**config.mk**
```make
export PLATFORM = sky130hd
export DESIGN_NAME = btxcc_tx_char_control
export DESIGN_NICKNAME = d
export VERILOG_FILES = /design/src/include/btxcc_pkg.sv /design/src/design/btxcc_tx_char_control.sv
export SDC_FILE = /design/constraint.sdc
export NUM_CORES = 1
export LEC_CHECK = 0
export BUFFER_PORTS_ARGS = -buffer_cell sky130_fd_sc_hd__buf_4
export CORE_ASPECT_RATIO = 0.9
export CORE_UTILIZATION = 55
export CTS_CLUSTER_DIAMETER = 40
export CTS_CLUSTER_SIZE = 28
export DETAILED_ROUTE_END_ITERATION = 12
export PLACE_DENSITY = 0.83
export SYNTH_ARGS = -nofsm -noshare
export SYNTH_HDL_FRONTEND = slang
export SYNTH_SLANG_ARGS = --single-unit
```
**constraint.sdc**
```tcl
create_clock -name clock -period 2.33 [get_ports clock]
set_input_delay 0.466 -clock clock [delete_from_list [all_inputs] [get_ports clock]]
set_output_delay 0.466 -clock clock [all_outputs]
set_load 0.1 [all_outputs]
```
**src/include/btxcc_pkg.sv**
```systemverilog
// shared constants for the bit-stuffing transmitter character control
package btxcc_pkg;

    // ------------------------------------------------------------
    // register map (byte addresses, one 32-bit word each)
    // ------------------------------------------------------------
    localparam logic [7:0] CTRL_OFFSET   = 8'h00;
    localparam logic [7:0] STATUS_OFFSET = 8'h04;
    localparam logic [7:0] SILO_OFFSET   = 8'h08;
    localparam logic [7:0] COUNT_OFFSET  = 8'h0C;

    // ------------------------------------------------------------
    // control register fields
    // ------------------------------------------------------------
    localparam int CTRL_SEND_BIT     = 0;  // send request, level
    localparam int CTRL_START_BIT    = 1;  // write one: begin a new message
    localparam int CTRL_OUTCLR_BIT   = 2;  // write one: out-side clear
    localparam int CTRL_BUSCLR_BIT   = 3;  // write one: bus out clear

    // ------------------------------------------------------------
    // status register fields
    // ------------------------------------------------------------
    localparam int STAT_ACTIVE_BIT   = 0;
    localparam int STAT_DONE_BIT     = 1;
    localparam int STAT_LATE_BIT     = 2;
    localparam int STAT_GATE_BIT     = 3;
    localparam int STAT_AVAIL_BIT    = 4;
    localparam int STAT_FIVE_BIT     = 5;
    localparam int STAT_SIX_BIT      = 6;
    localparam int STAT_RTS_BIT      = 7;
    localparam int STAT_SEND_BIT     = 8;

    // ------------------------------------------------------------
    // count register fields
    // ------------------------------------------------------------
    localparam int COUNT_CHAR_LSB    = 0;  // 4-bit character counter
    localparam int COUNT_ONES_LSB    = 8;  // 8-bit ones shift register

    // ------------------------------------------------------------
    // character counter and ones counter
    // ------------------------------------------------------------
    localparam logic [3:0] CHAR_PRESET_DATA = 4'h8;  // 8-bit characters
    localparam logic [3:0] CHAR_PRESET_CRC  = 4'h0;  // 16-bit check character
    localparam logic [3:0] CHAR_COUNT_MAX   = 4'hF;
    localparam int         ONES_FIVE_BIT    = 4;
    localparam int         ONES_SIX_BIT     = 5;

    // ------------------------------------------------------------
    // reset values
    // ------------------------------------------------------------
    localparam logic       DONE_RESET = 1'b1;     // initialization sets done
    localparam logic       MARK_LEVEL = 1'b1;     // idle line level

    // ------------------------------------------------------------
    // timing
    // ------------------------------------------------------------
    localparam int CLOCK_PERIOD_NS   = 10;
    localparam int BIT_PULSE_NS      = 200;
    localparam int DONE_PULSE_NS     = 40;
    // least times, rounded up to whole cycles
    localparam int BIT_PULSE_CYCLES  = (BIT_PULSE_NS + CLOCK_PERIOD_NS - 1) / CLOCK_PERIOD_NS;
    localparam int DONE_PULSE_CYCLES = (DONE_PULSE_NS + CLOCK_PERIOD_NS - 1) / CLOCK_PERIOD_NS;

endpackage : btxcc_pkg

```
**src/design/btxcc_tx_char_control.sv**
```systemverilog
// transmitter character control: ones counter, character counter, status and serializer
//
// Behaviour
// ones counter flags five and six ones
// five/six pick flag bits, else stuff
// zero after five ones, clears counter
// frames open and close with flags
// count character bits, skip stuffed zeros
// preset 0 for check, 8 else
// counter disabled during stuffed zero
// count per bit, reload, preset when idle
// active flag from control, bus clear
// done cleared on silo-available rising edge
// out-side clear sets done
// silo accept during pulse sets done
// send clear ends message, sets done
// data late if done at character end; the code never sets it on a flag character
// after late, drop gate and RTS
// 8-bit serializer, least significant first
// shift only on pulse with enable
// load silo byte on pulse request
// ones shift in, zero clears
// gate low forces line to mark
// software refills silo before character end
`timescale 1ns/10ps

module btxcc_tx_char_control
    import btxcc_pkg::*;
#(
    parameter int PULSE_CYCLES = BIT_PULSE_CYCLES,
    parameter int DONE_CYCLES  = DONE_PULSE_CYCLES
)
(
    // system
    input  wire logic        clock,
    input  wire logic        resetn,
    // apb slave
    input  wire logic        psel,
    input  wire logic        penable,
    input  wire logic        pwrite,
    input  wire logic [7:0]  paddr,
    input  wire logic [31:0] pwdata,
    output logic      [31:0] prdata,
    output logic             pready,
    output logic             pslverr,
    // modem link
    input  wire logic        txBitClock,
    output logic             serialLine,
    output logic             requestToSend,
    // control rom outputs (same clock)
    input  wire logic        txActiveRom,
    input  wire logic        siloAccept,
    input  wire logic        flagCharSending,
    input  wire logic        crcCharNext,
    input  wire logic        charCountEnable,
    input  wire logic        serializerShiftEn,
    input  wire logic        serializerLoadReq,
    // indications back to the control rom
    output logic             onesRunFive,
    output logic             onesRunSix,
    output logic             charEndPulse,
    output logic             bitClockPulse,
    output logic             serialBitOut,
    output logic             txActiveFlag
);

    // ------------------------------------------------------------
    // elaboration checks
    // ------------------------------------------------------------
    initial
    begin
        if (PULSE_CYCLES < 1 || PULSE_CYCLES > 255)
            $error("PULSE_CYCLES out of range");
        if (DONE_CYCLES < 1 || DONE_CYCLES > 15)
            $error("DONE_CYCLES out of range");
    end

    localparam logic [7:0] PULSE_LOAD = 8'(PULSE_CYCLES);
    localparam logic [3:0] DONE_LOAD  = 4'(DONE_CYCLES);

    // ------------------------------------------------------------
    // state
    // ------------------------------------------------------------
    typedef struct packed {
        logic        clkSync1;
        logic        clkSync2;
        logic        clkPrev;
        logic [7:0]  pulseCnt;
        logic        bitClockPulse;
        logic [3:0]  doneCnt;
        logic [7:0]  serializer;
        logic [7:0]  onesShift;
        logic [3:0]  charCount;
        logic        charEndPulse;
        logic        stuffBit;
        logic        txActiveNext;
        logic        txActiveFlag;
        logic        done;
        logic        dataLate;
        logic        sendGate;
        logic        requestToSend;
        logic        nextBit;
        logic        lineBit;
        logic [7:0]  siloByte;
        logic        siloAvail;
        logic        sendReq;
        logic        pready;
        logic [31:0] prdata;
        logic        pslverr;
    } btxcc_state_t;

    btxcc_state_t state_reg;
    btxcc_state_t state_next;

    // ------------------------------------------------------------
    // combinational helpers
    // ------------------------------------------------------------
    logic clkRise;
    logic clkFall;
    logic stuffZero;
    logic apbSetup;
    logic apbWrite;
    logic outClear;
    logic busClear;
    logic startMsg;
    logic siloWrite;
    logic charEnd;
    logic presetCount;
    logic [31:0] readData;
    logic        readErr;

    // modem clock edges; only the second stage reads the first
    assign clkRise = state_reg.clkSync2 & ~state_reg.clkPrev;
    assign clkFall = ~state_reg.clkSync2 & state_reg.clkPrev;

    // flag bits go as loaded, never stuffed
    assign stuffZero = state_reg.onesShift[ONES_FIVE_BIT] & ~flagCharSending
                     & state_reg.txActiveFlag;

    // bus decode; writes land when the access completes
    assign apbSetup  = psel & ~penable;
    assign apbWrite  = psel & penable & state_reg.pready & pwrite;
    assign outClear  = apbWrite && paddr == CTRL_OFFSET && pwdata[CTRL_OUTCLR_BIT];
    assign busClear  = apbWrite && paddr == CTRL_OFFSET && pwdata[CTRL_BUSCLR_BIT];
    assign startMsg  = apbWrite && paddr == CTRL_OFFSET && pwdata[CTRL_START_BIT];
    assign siloWrite = apbWrite && paddr == SILO_OFFSET;

    // end of character when counting past the maximum
    assign charEnd = clkFall & state_reg.txActiveFlag
                   & (state_reg.charCount == CHAR_COUNT_MAX)
                   & charCountEnable & ~state_reg.stuffBit;
    // preset on character end or while the transmitter is idle
    assign presetCount = charEnd | ~state_reg.txActiveFlag;

    // read mux, prepared in the setup cycle
    always_comb
    begin
        readData = 32'h0000_0000;
        readErr  = 1'b0;
        case (paddr)
            CTRL_OFFSET:
            begin
                readData[CTRL_SEND_BIT] = state_reg.sendReq;
            end
            STATUS_OFFSET:
            begin
                readData[STAT_ACTIVE_BIT] = state_reg.txActiveFlag;
                readData[STAT_DONE_BIT]   = state_reg.done;
                readData[STAT_LATE_BIT]   = state_reg.dataLate;
                readData[STAT_GATE_BIT]   = state_reg.sendGate;
                readData[STAT_AVAIL_BIT]  = state_reg.siloAvail;
                readData[STAT_FIVE_BIT]   = state_reg.onesShift[ONES_FIVE_BIT];
                readData[STAT_SIX_BIT]    = state_reg.onesShift[ONES_SIX_BIT];
                readData[STAT_RTS_BIT]    = state_reg.requestToSend;
                readData[STAT_SEND_BIT]   = state_reg.sendReq;
            end
            SILO_OFFSET:
            begin
                readData[7:0] = state_reg.siloByte;
            end
            COUNT_OFFSET:
            begin
                readData[COUNT_CHAR_LSB +: 4] = state_reg.charCount;
                readData[COUNT_ONES_LSB +: 8] = state_reg.onesShift;
            end
            default:
            begin
                readErr = 1'b1;
            end
        endcase
    end

    // ------------------------------------------------------------
    // next-state logic
    // ------------------------------------------------------------
    always_comb
    begin
        state_next = state_reg;

        // two-flop synchroniser and edge memory
        state_next.clkSync1 = txBitClock;
        state_next.clkSync2 = state_reg.clkSync1;
        state_next.clkPrev  = state_reg.clkSync2;

        // one-cycle strobes drop by default
        state_next.charEndPulse = 1'b0;

        // apb: one wait state, pready high two cycles after setup
        state_next.pready = psel & penable & ~state_reg.pready;
        if (apbSetup)
        begin
            state_next.prdata  = pwrite ? 32'h0000_0000 : readData;
            state_next.pslverr = readErr;
        end
        if (apbWrite && paddr == CTRL_OFFSET)
        begin
            state_next.sendReq = pwdata[CTRL_SEND_BIT];
        end

        // per-bit clock pulse, started by the rising modem clock edge
        if (clkRise)
        begin
            state_next.pulseCnt      = PULSE_LOAD;
            state_next.bitClockPulse = 1'b1;
            // line follows the held next bit; gate low holds mark
            state_next.lineBit = state_reg.sendGate ? state_reg.nextBit : MARK_LEVEL;
            // parallel load wins, shifting suppressed
            if (serializerLoadReq)
            begin
                state_next.serializer = state_reg.siloByte;
                state_next.siloAvail  = 1'b0;
            end
            // shift on pulse with enable, not while stuffing
            else if (serializerShiftEn && !stuffZero)
            begin
                // least significant bit leaves first
                state_next.serializer = {1'b0, state_reg.serializer[7:1]};
            end
        end
        else if (state_reg.pulseCnt != 8'h00)
        begin
            state_next.pulseCnt = state_reg.pulseCnt - 8'h01;
            if (state_reg.pulseCnt == 8'h01)
            begin
                state_next.bitClockPulse = 1'b0;
                // capture the next bit at pulse end
                if (!state_reg.sendGate || !state_reg.txActiveFlag)
                begin
                    // idle or gated-off line stays at mark
                    state_next.nextBit  = MARK_LEVEL;
                    state_next.stuffBit = 1'b0;
                end
                else if (stuffZero)
                begin
                    // stuffed zero after five contiguous ones
                    state_next.nextBit  = 1'b0;
                    state_next.stuffBit = 1'b1;
                end
                else
                begin
                    state_next.nextBit  = state_reg.serializer[0];
                    state_next.stuffBit = 1'b0;
                end
            end
        end

        // falling modem clock edge: counters and active flag
        if (clkFall)
        begin
            // ones shift in, any zero clears the run
            if (state_reg.nextBit)
            begin
                state_next.onesShift = {state_reg.onesShift[6:0], 1'b1};
            end
            else
            begin
                // the stuffed zero clears the ones counter
                state_next.onesShift = 8'h00;
            end

            // active flag follows the sync buffer each bit time
            state_next.txActiveFlag = state_reg.txActiveNext;

            // reload on end or idle, otherwise advance
            if (presetCount)
            begin
                // preset 0 for a check character, 8 otherwise
                state_next.charCount = crcCharNext ? CHAR_PRESET_CRC : CHAR_PRESET_DATA;
                // sync buffer reloads; send clear ends the message
                state_next.txActiveNext = txActiveRom & state_reg.sendReq;
            end
            // counter held during a stuffed zero
            else if (charCountEnable && !state_reg.stuffBit)
            begin
                state_next.charCount = state_reg.charCount + 4'h1;
            end
        end

        // character end events
        if (charEnd)
        begin
            state_next.charEndPulse = 1'b1;
            // pending late error drops gate and RTS
            if (state_reg.dataLate)
            begin
                state_next.sendGate      = 1'b0;
                state_next.requestToSend = 1'b0;
            end
            // late when done still set, never on a flag character
            if (state_reg.done && !flagCharSending)
            begin
                state_next.dataLate = 1'b1;
            end
        end

        // active falling from the sync buffer starts the short done pulse
        if (state_reg.txActiveFlag && !state_next.txActiveFlag)
        begin
            state_next.doneCnt = DONE_LOAD;
        end
        else if (state_reg.doneCnt != 4'h0)
        begin
            state_next.doneCnt = state_reg.doneCnt - 4'h1;
        end

        // start: gate and request on; a late error raised now still wins
        if (startMsg)
        begin
            state_next.sendGate      = 1'b1;
            state_next.requestToSend = 1'b1;
            state_next.dataLate      = charEnd & state_reg.done & ~flagCharSending;
        end

        // silo write makes data available to the transmitter
        if (siloWrite)
        begin
            state_next.siloByte  = pwdata[7:0];
            state_next.siloAvail = 1'b1;
        end

        // done clears only on the silo-available rising edge
        if (state_next.siloAvail && !state_reg.siloAvail)
        begin
            state_next.done = 1'b0;
        end
        // set sources win over the clear
        // accept during the bit pulse sets done
        if (siloAccept && state_reg.bitClockPulse)
        begin
            state_next.done = 1'b1;
        end
        // done set by the end-of-message pulse
        if (state_reg.doneCnt != 4'h0)
        begin
            state_next.done = 1'b1;
        end
        // out-side clear forces done
        if (outClear)
        begin
            state_next.done          = 1'b1;
            state_next.sendGate      = 1'b0;
            state_next.requestToSend = 1'b0;
            state_next.siloAvail     = 1'b0;
            state_next.nextBit       = MARK_LEVEL;
        end

        // bus clear drops active flag and buffer
        if (busClear)
        begin
            state_next.txActiveFlag = 1'b0;
            state_next.txActiveNext = 1'b0;
        end
    end

    // ------------------------------------------------------------
    // state register
    // ------------------------------------------------------------
    always_ff @(posedge clock or negedge resetn)
    begin
        if (!resetn)
        begin
            state_reg               <= '0;
            state_reg.done          <= DONE_RESET;
            state_reg.nextBit       <= MARK_LEVEL;
            state_reg.lineBit       <= MARK_LEVEL;
            state_reg.charCount     <= CHAR_PRESET_DATA;
        end
        else
        begin
            state_reg <= state_next;
        end
    end

    // ------------------------------------------------------------
    // outputs, all from the state register
    // ------------------------------------------------------------
    assign prdata        = state_reg.prdata;
    assign pready        = state_reg.pready;
    assign pslverr       = state_reg.pslverr;
    // flags come from the loaded characters
    assign serialLine    = state_reg.lineBit;
    assign requestToSend = state_reg.requestToSend;
    // five stays high together with six
    assign onesRunFive   = state_reg.onesShift[ONES_FIVE_BIT];
    assign onesRunSix    = state_reg.onesShift[ONES_SIX_BIT];
    assign charEndPulse  = state_reg.charEndPulse;
    assign bitClockPulse = state_reg.bitClockPulse;
    assign serialBitOut  = state_reg.serializer[0];
    assign txActiveFlag  = state_reg.txActiveFlag;

endmodule : btxcc_tx_char_control

```
-- After elaboration in Yosys (flattened, before gate mapping)
Cells that the tools add are included.
- register bits after elaboration: 90
- bits of input ports: 53
- output and inout bits: 42
- logic and storage cells: 147
- add/sub/neg operators: 3
- equality and inequality tests: 6
- muxes and demuxes: 43
- bitwise operators: 25
- reductions and logical operators: 45
- operators with widths (cell ; count):
    $mux W8 ; 3
    $reduce_bool A2 Y1 ; 11
    $mux W1 ; 21
    $mux W4 ; 5
    $mux W9 ; 2
    $and A1 B1 Y1 ; 16
    $eq A8 B4 Y1 const B ; 2
    $mux W16 ; 1
    $reduce_and A2 Y1 ; 6
    $logic_and A1 B1 Y1 ; 11
    $mux W3 ; 3
    $pmux W3 S3 ; 1
    $eq A8 B1 Y1 const B ; 1
    $eq A8 B3 Y1 const B ; 1
    $logic_not A8 Y1 ; 1
    $not A1 Y1 ; 8
    $pmux W4 S2 ; 1
    $reduce_bool A4 Y1 ; 2
    $reduce_bool A8 Y1 ; 1
    $sub A8 B1 Y8 const B ; 1
    $logic_not A1 Y1 ; 7
    $mux W7 ; 1
    $mux W2 ; 3
    $reduce_and A3 Y1 ; 2
    other kinds (10) ; 11

-- Longest topological paths before layout
- depth in word-level cells: 12
- depth in mapped cells: 6
- mapped depth without buffers: 6

-- Worst setup path before layout
No wires, ideal clock.
- kind: flip-flop to flip-flop
- from: register state_reg, in the netlist pready
- to: register state_reg[36] (netlist bit)
- library setup time: 0.125 ns
- arrival time: 2.111 ns
- required time: 2.205 ns
- path slack: 0.094 ns
- stages on the path, launching flop included: 5
- path buffers: 1
- clock period less this slack: 2.236 ns
- cells stage by stage: dfrtp_1 -> nand4_1 -> or4b_1 -> buf_6 -> mux2_4
- longest elaborated chain between the ends: 3
- RTL lines (element ; line ; RTL):
    start, declared ; btxcc_tx_char_control.sv:112 ; btxcc_state_t state_reg;
    start signal, assigned ; btxcc_tx_char_control.sv:390 ; state_reg <= state_next;
    $and A1 B1 Y1 (2 in a row) ; btxcc_tx_char_control.sv:142 ; assign apbWrite = psel & penable & state_reg.pready & pwrite;
    $logic_and A1 B1 Y1 ; btxcc_tx_char_control.sv:146 ; assign siloWrite = apbWrite && paddr == SILO_OFFSET;
Every way passes these cells.
A chain may end at the register's enable or synchronous reset.

-- Worst setup path in the final report
- from: input port paddr[5]
- to: register state_reg[43] (netlist bit)
- longest elaborated chain between the ends: 2
- RTL lines (element ; line ; RTL):
    start, declared ; btxcc_tx_char_control.sv:41 ; input wire logic [7:0] paddr,
    $eq A8 B4 Y1 ; btxcc_tx_char_control.sv:146 ;
    $logic_and A1 B1 Y1 ; btxcc_tx_char_control.sv:146 ;
Every way passes these cells.

==> results.cfg <==
[status]
status = complete, no violations

[cts]
cts_max_level = 3
cts_buffers = 9
path_clk_slew_ns = 0.08
cts_max_path_buffers = 2
post-cts-setup-buffer-count = 0
cts.hold.buffers_added = 0
cts.repair.resized = 0
cts.sinks = 73
clockRootBuffer = clkbuf_8
tritoncts_clock_tree = done
clock_latency_ns = 0.35

[sta]
hold_ws_ns = 0.1184
fmaxAchievable_ghz = 0.5206
fin_skew_ns = 0.006104
finalSetupViolations = 0
totalNegativeSetupSlack_ns = 0
timing.slew.headroom = 0.5922
fin_crit_sh = 0.8244
grt_setup_unrepaired = false
worstMarginPinSlew_ns = 0.6117
final-hold-violation-count = 0
final_period_minus_worst_setup_slack_ns = 1.921
final_number_of_max_transition_violations = 0

[finish]
synthToLayoutAreaGrowth_pct = 16.61
fillCellCount = 476
post_layout_nets = 448
final_core_utilization = 0.6817
layout-drive-gt1-share = 0.3096
largest_register_ff_count = 46
antenna_diode_count = 0

[floorplan]
core_region_area_mm2 = 0.006250
die_width_um = 87.91
die-height_um = 79.32
placementRows = 27
initial_core_util = 0.5846
i_o_pin_count = 95
die_area_mm2 = 0.006973

[worst_setup_path]
critPathLaunchType = primary input
cells_along_the_critical_path = buf_4 -> or4_4 -> or4b_1 -> buf_4 -> mux2_4
critPathMaxStageDelay_ns = 0.55
worst_ep_arrival_time_ns = 2.16
timing_worst_setup_path_type = in2reg
peak_fanout_along_the_critical_path = 10
timing.critical_path.slowest_stage_cell = or4_4
most_repeated_library_cell_on_the_critical_path = buf_4
worst-endpoint-required_ns = 2.57
worst_setup_path_end_kind = flip-flop

[pwr]
total_leakage_power_nw = 2.042
finalPower_mw = 3.466
ir_worst_vdd_uv = 565.8
powerDensity_mw_per_mm2 = 813.6

[logic_synthesis]
synth_top_area_frac = 0.4726
ys.warnings.count = 0
synth_top_area_cell = dfrtp_1
ys_ff_latch = 73
post_synth_cell_types = 53
postSynth.asyncResetShare = 1.000
ys_dominant_reg_cell = dfrtp_1
syn-instance-count = 342
synth_area_mm2 = 0.003654
seq_area_frac_synth = 0.5014
post_synth.cell_area_avg_um2 = 10.68
synth_edf_count = 0
synthTopCellsByArea = dfrtp_1 (47%), buf_4 (6.6%), mux2_2 (6.2%)

[routing]
drt-met1-wl_um = 3446
num_vias = 2712
drt-initial-drc-count = 250
vias_per_cell = 5.638
detail_route.drc_violations = 0
routedWlPerCell_um = 16.37
dr.pass1.iters = 4
maxUsedRoutingLayer = met4
detail-route-antenna-nets = 0
route.final.wire_length_um = 7873
route.met2.wl_um = 3761
route.met3.wl_um = 473

[placement]
placer_s_final_routability_congestion_estimate = 0.8176
hpwl_um = 5633
port-buffer-count = 54

[grt]
first_pass_grt_wire_length_um = 12920
grt_antenna_before_repair = 0
global_route.overflow_total = 0
grtUsageTotal = 0.2514
grt_start_max_net_pins = 48
grt_pass1_vias = 2638

[run]
drv_cap = 0

[min_path]
timing.hold.worst.class = in2async
worst paths after layout:
check / startpoint / to / slack (ns) / cells after the start
worst min register to register: state_next[88] / state_next[87] / 0.37 / 0
min in group clock: txBitClock / state_next[88] / 0.22 / 1
worst max register to register: state_reg[79] / state_reg[86] / 0.67 / 4
worst max-delay path: paddr[5] / state_reg[43] / 0.41 / 5
max in group asynchronous: resetn / onesRunSix / 1.63 / 2
worst min-delay path: resetn / state_reg[61] / 0.12 / 1
power by group:
part           internal, mW  leakage (nW)  switching, mW  total, mW
clock                 0.635         0.113          0.485       1.12
sequential             1.42         0.964          0.168       1.59
combinational         0.273         0.965          0.484      0.757
synth_stat cells, types with 2 or more instances:
library cell	n
a211oi_1	3
inv_1	12
or2_2	3
a22o_1	10
nand2_1	40
a22oi_1	8
o31ai_1	2
nor4_1	3
a31oi_1	2
a21oi_1	10
or3_1	3
nand3_1	4
buf_4	32
clkbuf_1	11
nor2_1	12
ha_1	6
nand4_1	4
a211o_1	2
nor2b_1	5
dfstp_2	4
or4_1	2
xnor2_1	2
a221oi_1	2
dfrtp_1	69
nand3b_1	2
mux2_2	20
o21ai_0	26
mux2_4	8
nor3_1	2
nand2b_1	7
o21a_1	2
xor2_1	2
o211ai_1	2
area by class of cell:
type,count,area [µm²],area share
Clock inverter,6,90.09,0.02115
Inverter,12,45.04,0.01057
Tap cell,87,108.9,0.02555
Clock buffer,10,137.6,0.03231
Timing Repair Buffer,67,515.5,0.1210
Sequential cell,73,1832,0.4300
Multi-Input combinational cell,226,1531,0.3595
critical path: cells and delay by family:
family | cells | cell delay, ns
multiplexers | 1 | 0.30
buffers and inverters | 2 | 0.32
AND/OR/NAND/NOR | 2 | 1.07
metal layers:
layer | vias up | track usage
li1 | 1257 | -
met1 | 1330 | 0.3138
met2 | 101 | 0.4085
met3 | 24 | 0.07900
met4 | 0 | 0.09180
met5 | - | 0
cell usage in the layout, fill, tap and decap left out, drive strengths merged, types with 3 or more instances in the layout:
master	instances
mux2	28
nand2b	7
nand2	40
nor2b	5
o21ai	26
nand4	4
or4	3
nor2	13
conb	16
ha	6
a22oi	8
dfstp	4
or3	3
a21oi	10
or2	3
a22o	10
inv	13
nand3	4
buf	67
nor4	4
clkbuf	10
dfrtp	69
a211oi	3
stage by stage:
stage / worst slack, ns / std cells / instance area [µm²]
6_report: 0.4092 / 481 / 4260
5_1_grt: 0.3838 / 481 / 4260
4_1_cts: 0.4224 / 481 / 4260
3_5_place_dp: 0.05412 / 465 / 4033
3_3_place_gp: 0.06667 / 465 / 4033
2_1_floorplan: 0.09422 / 357 / 3710
kinds of logic after synthesis:
family,after synthesis,synth area share
AOI/OAI and AO/OA,74,0.1336
other,1,0.001026
DFF,73,0.5014
muxes,30,0.1034
xor gates and xnor gates,4,0.009591
adders and majority gates,6,0.02055
and+or+nand+nor,96,0.1356
buffers and inverters,58,0.09486
(Power assumes the default switching activity.)
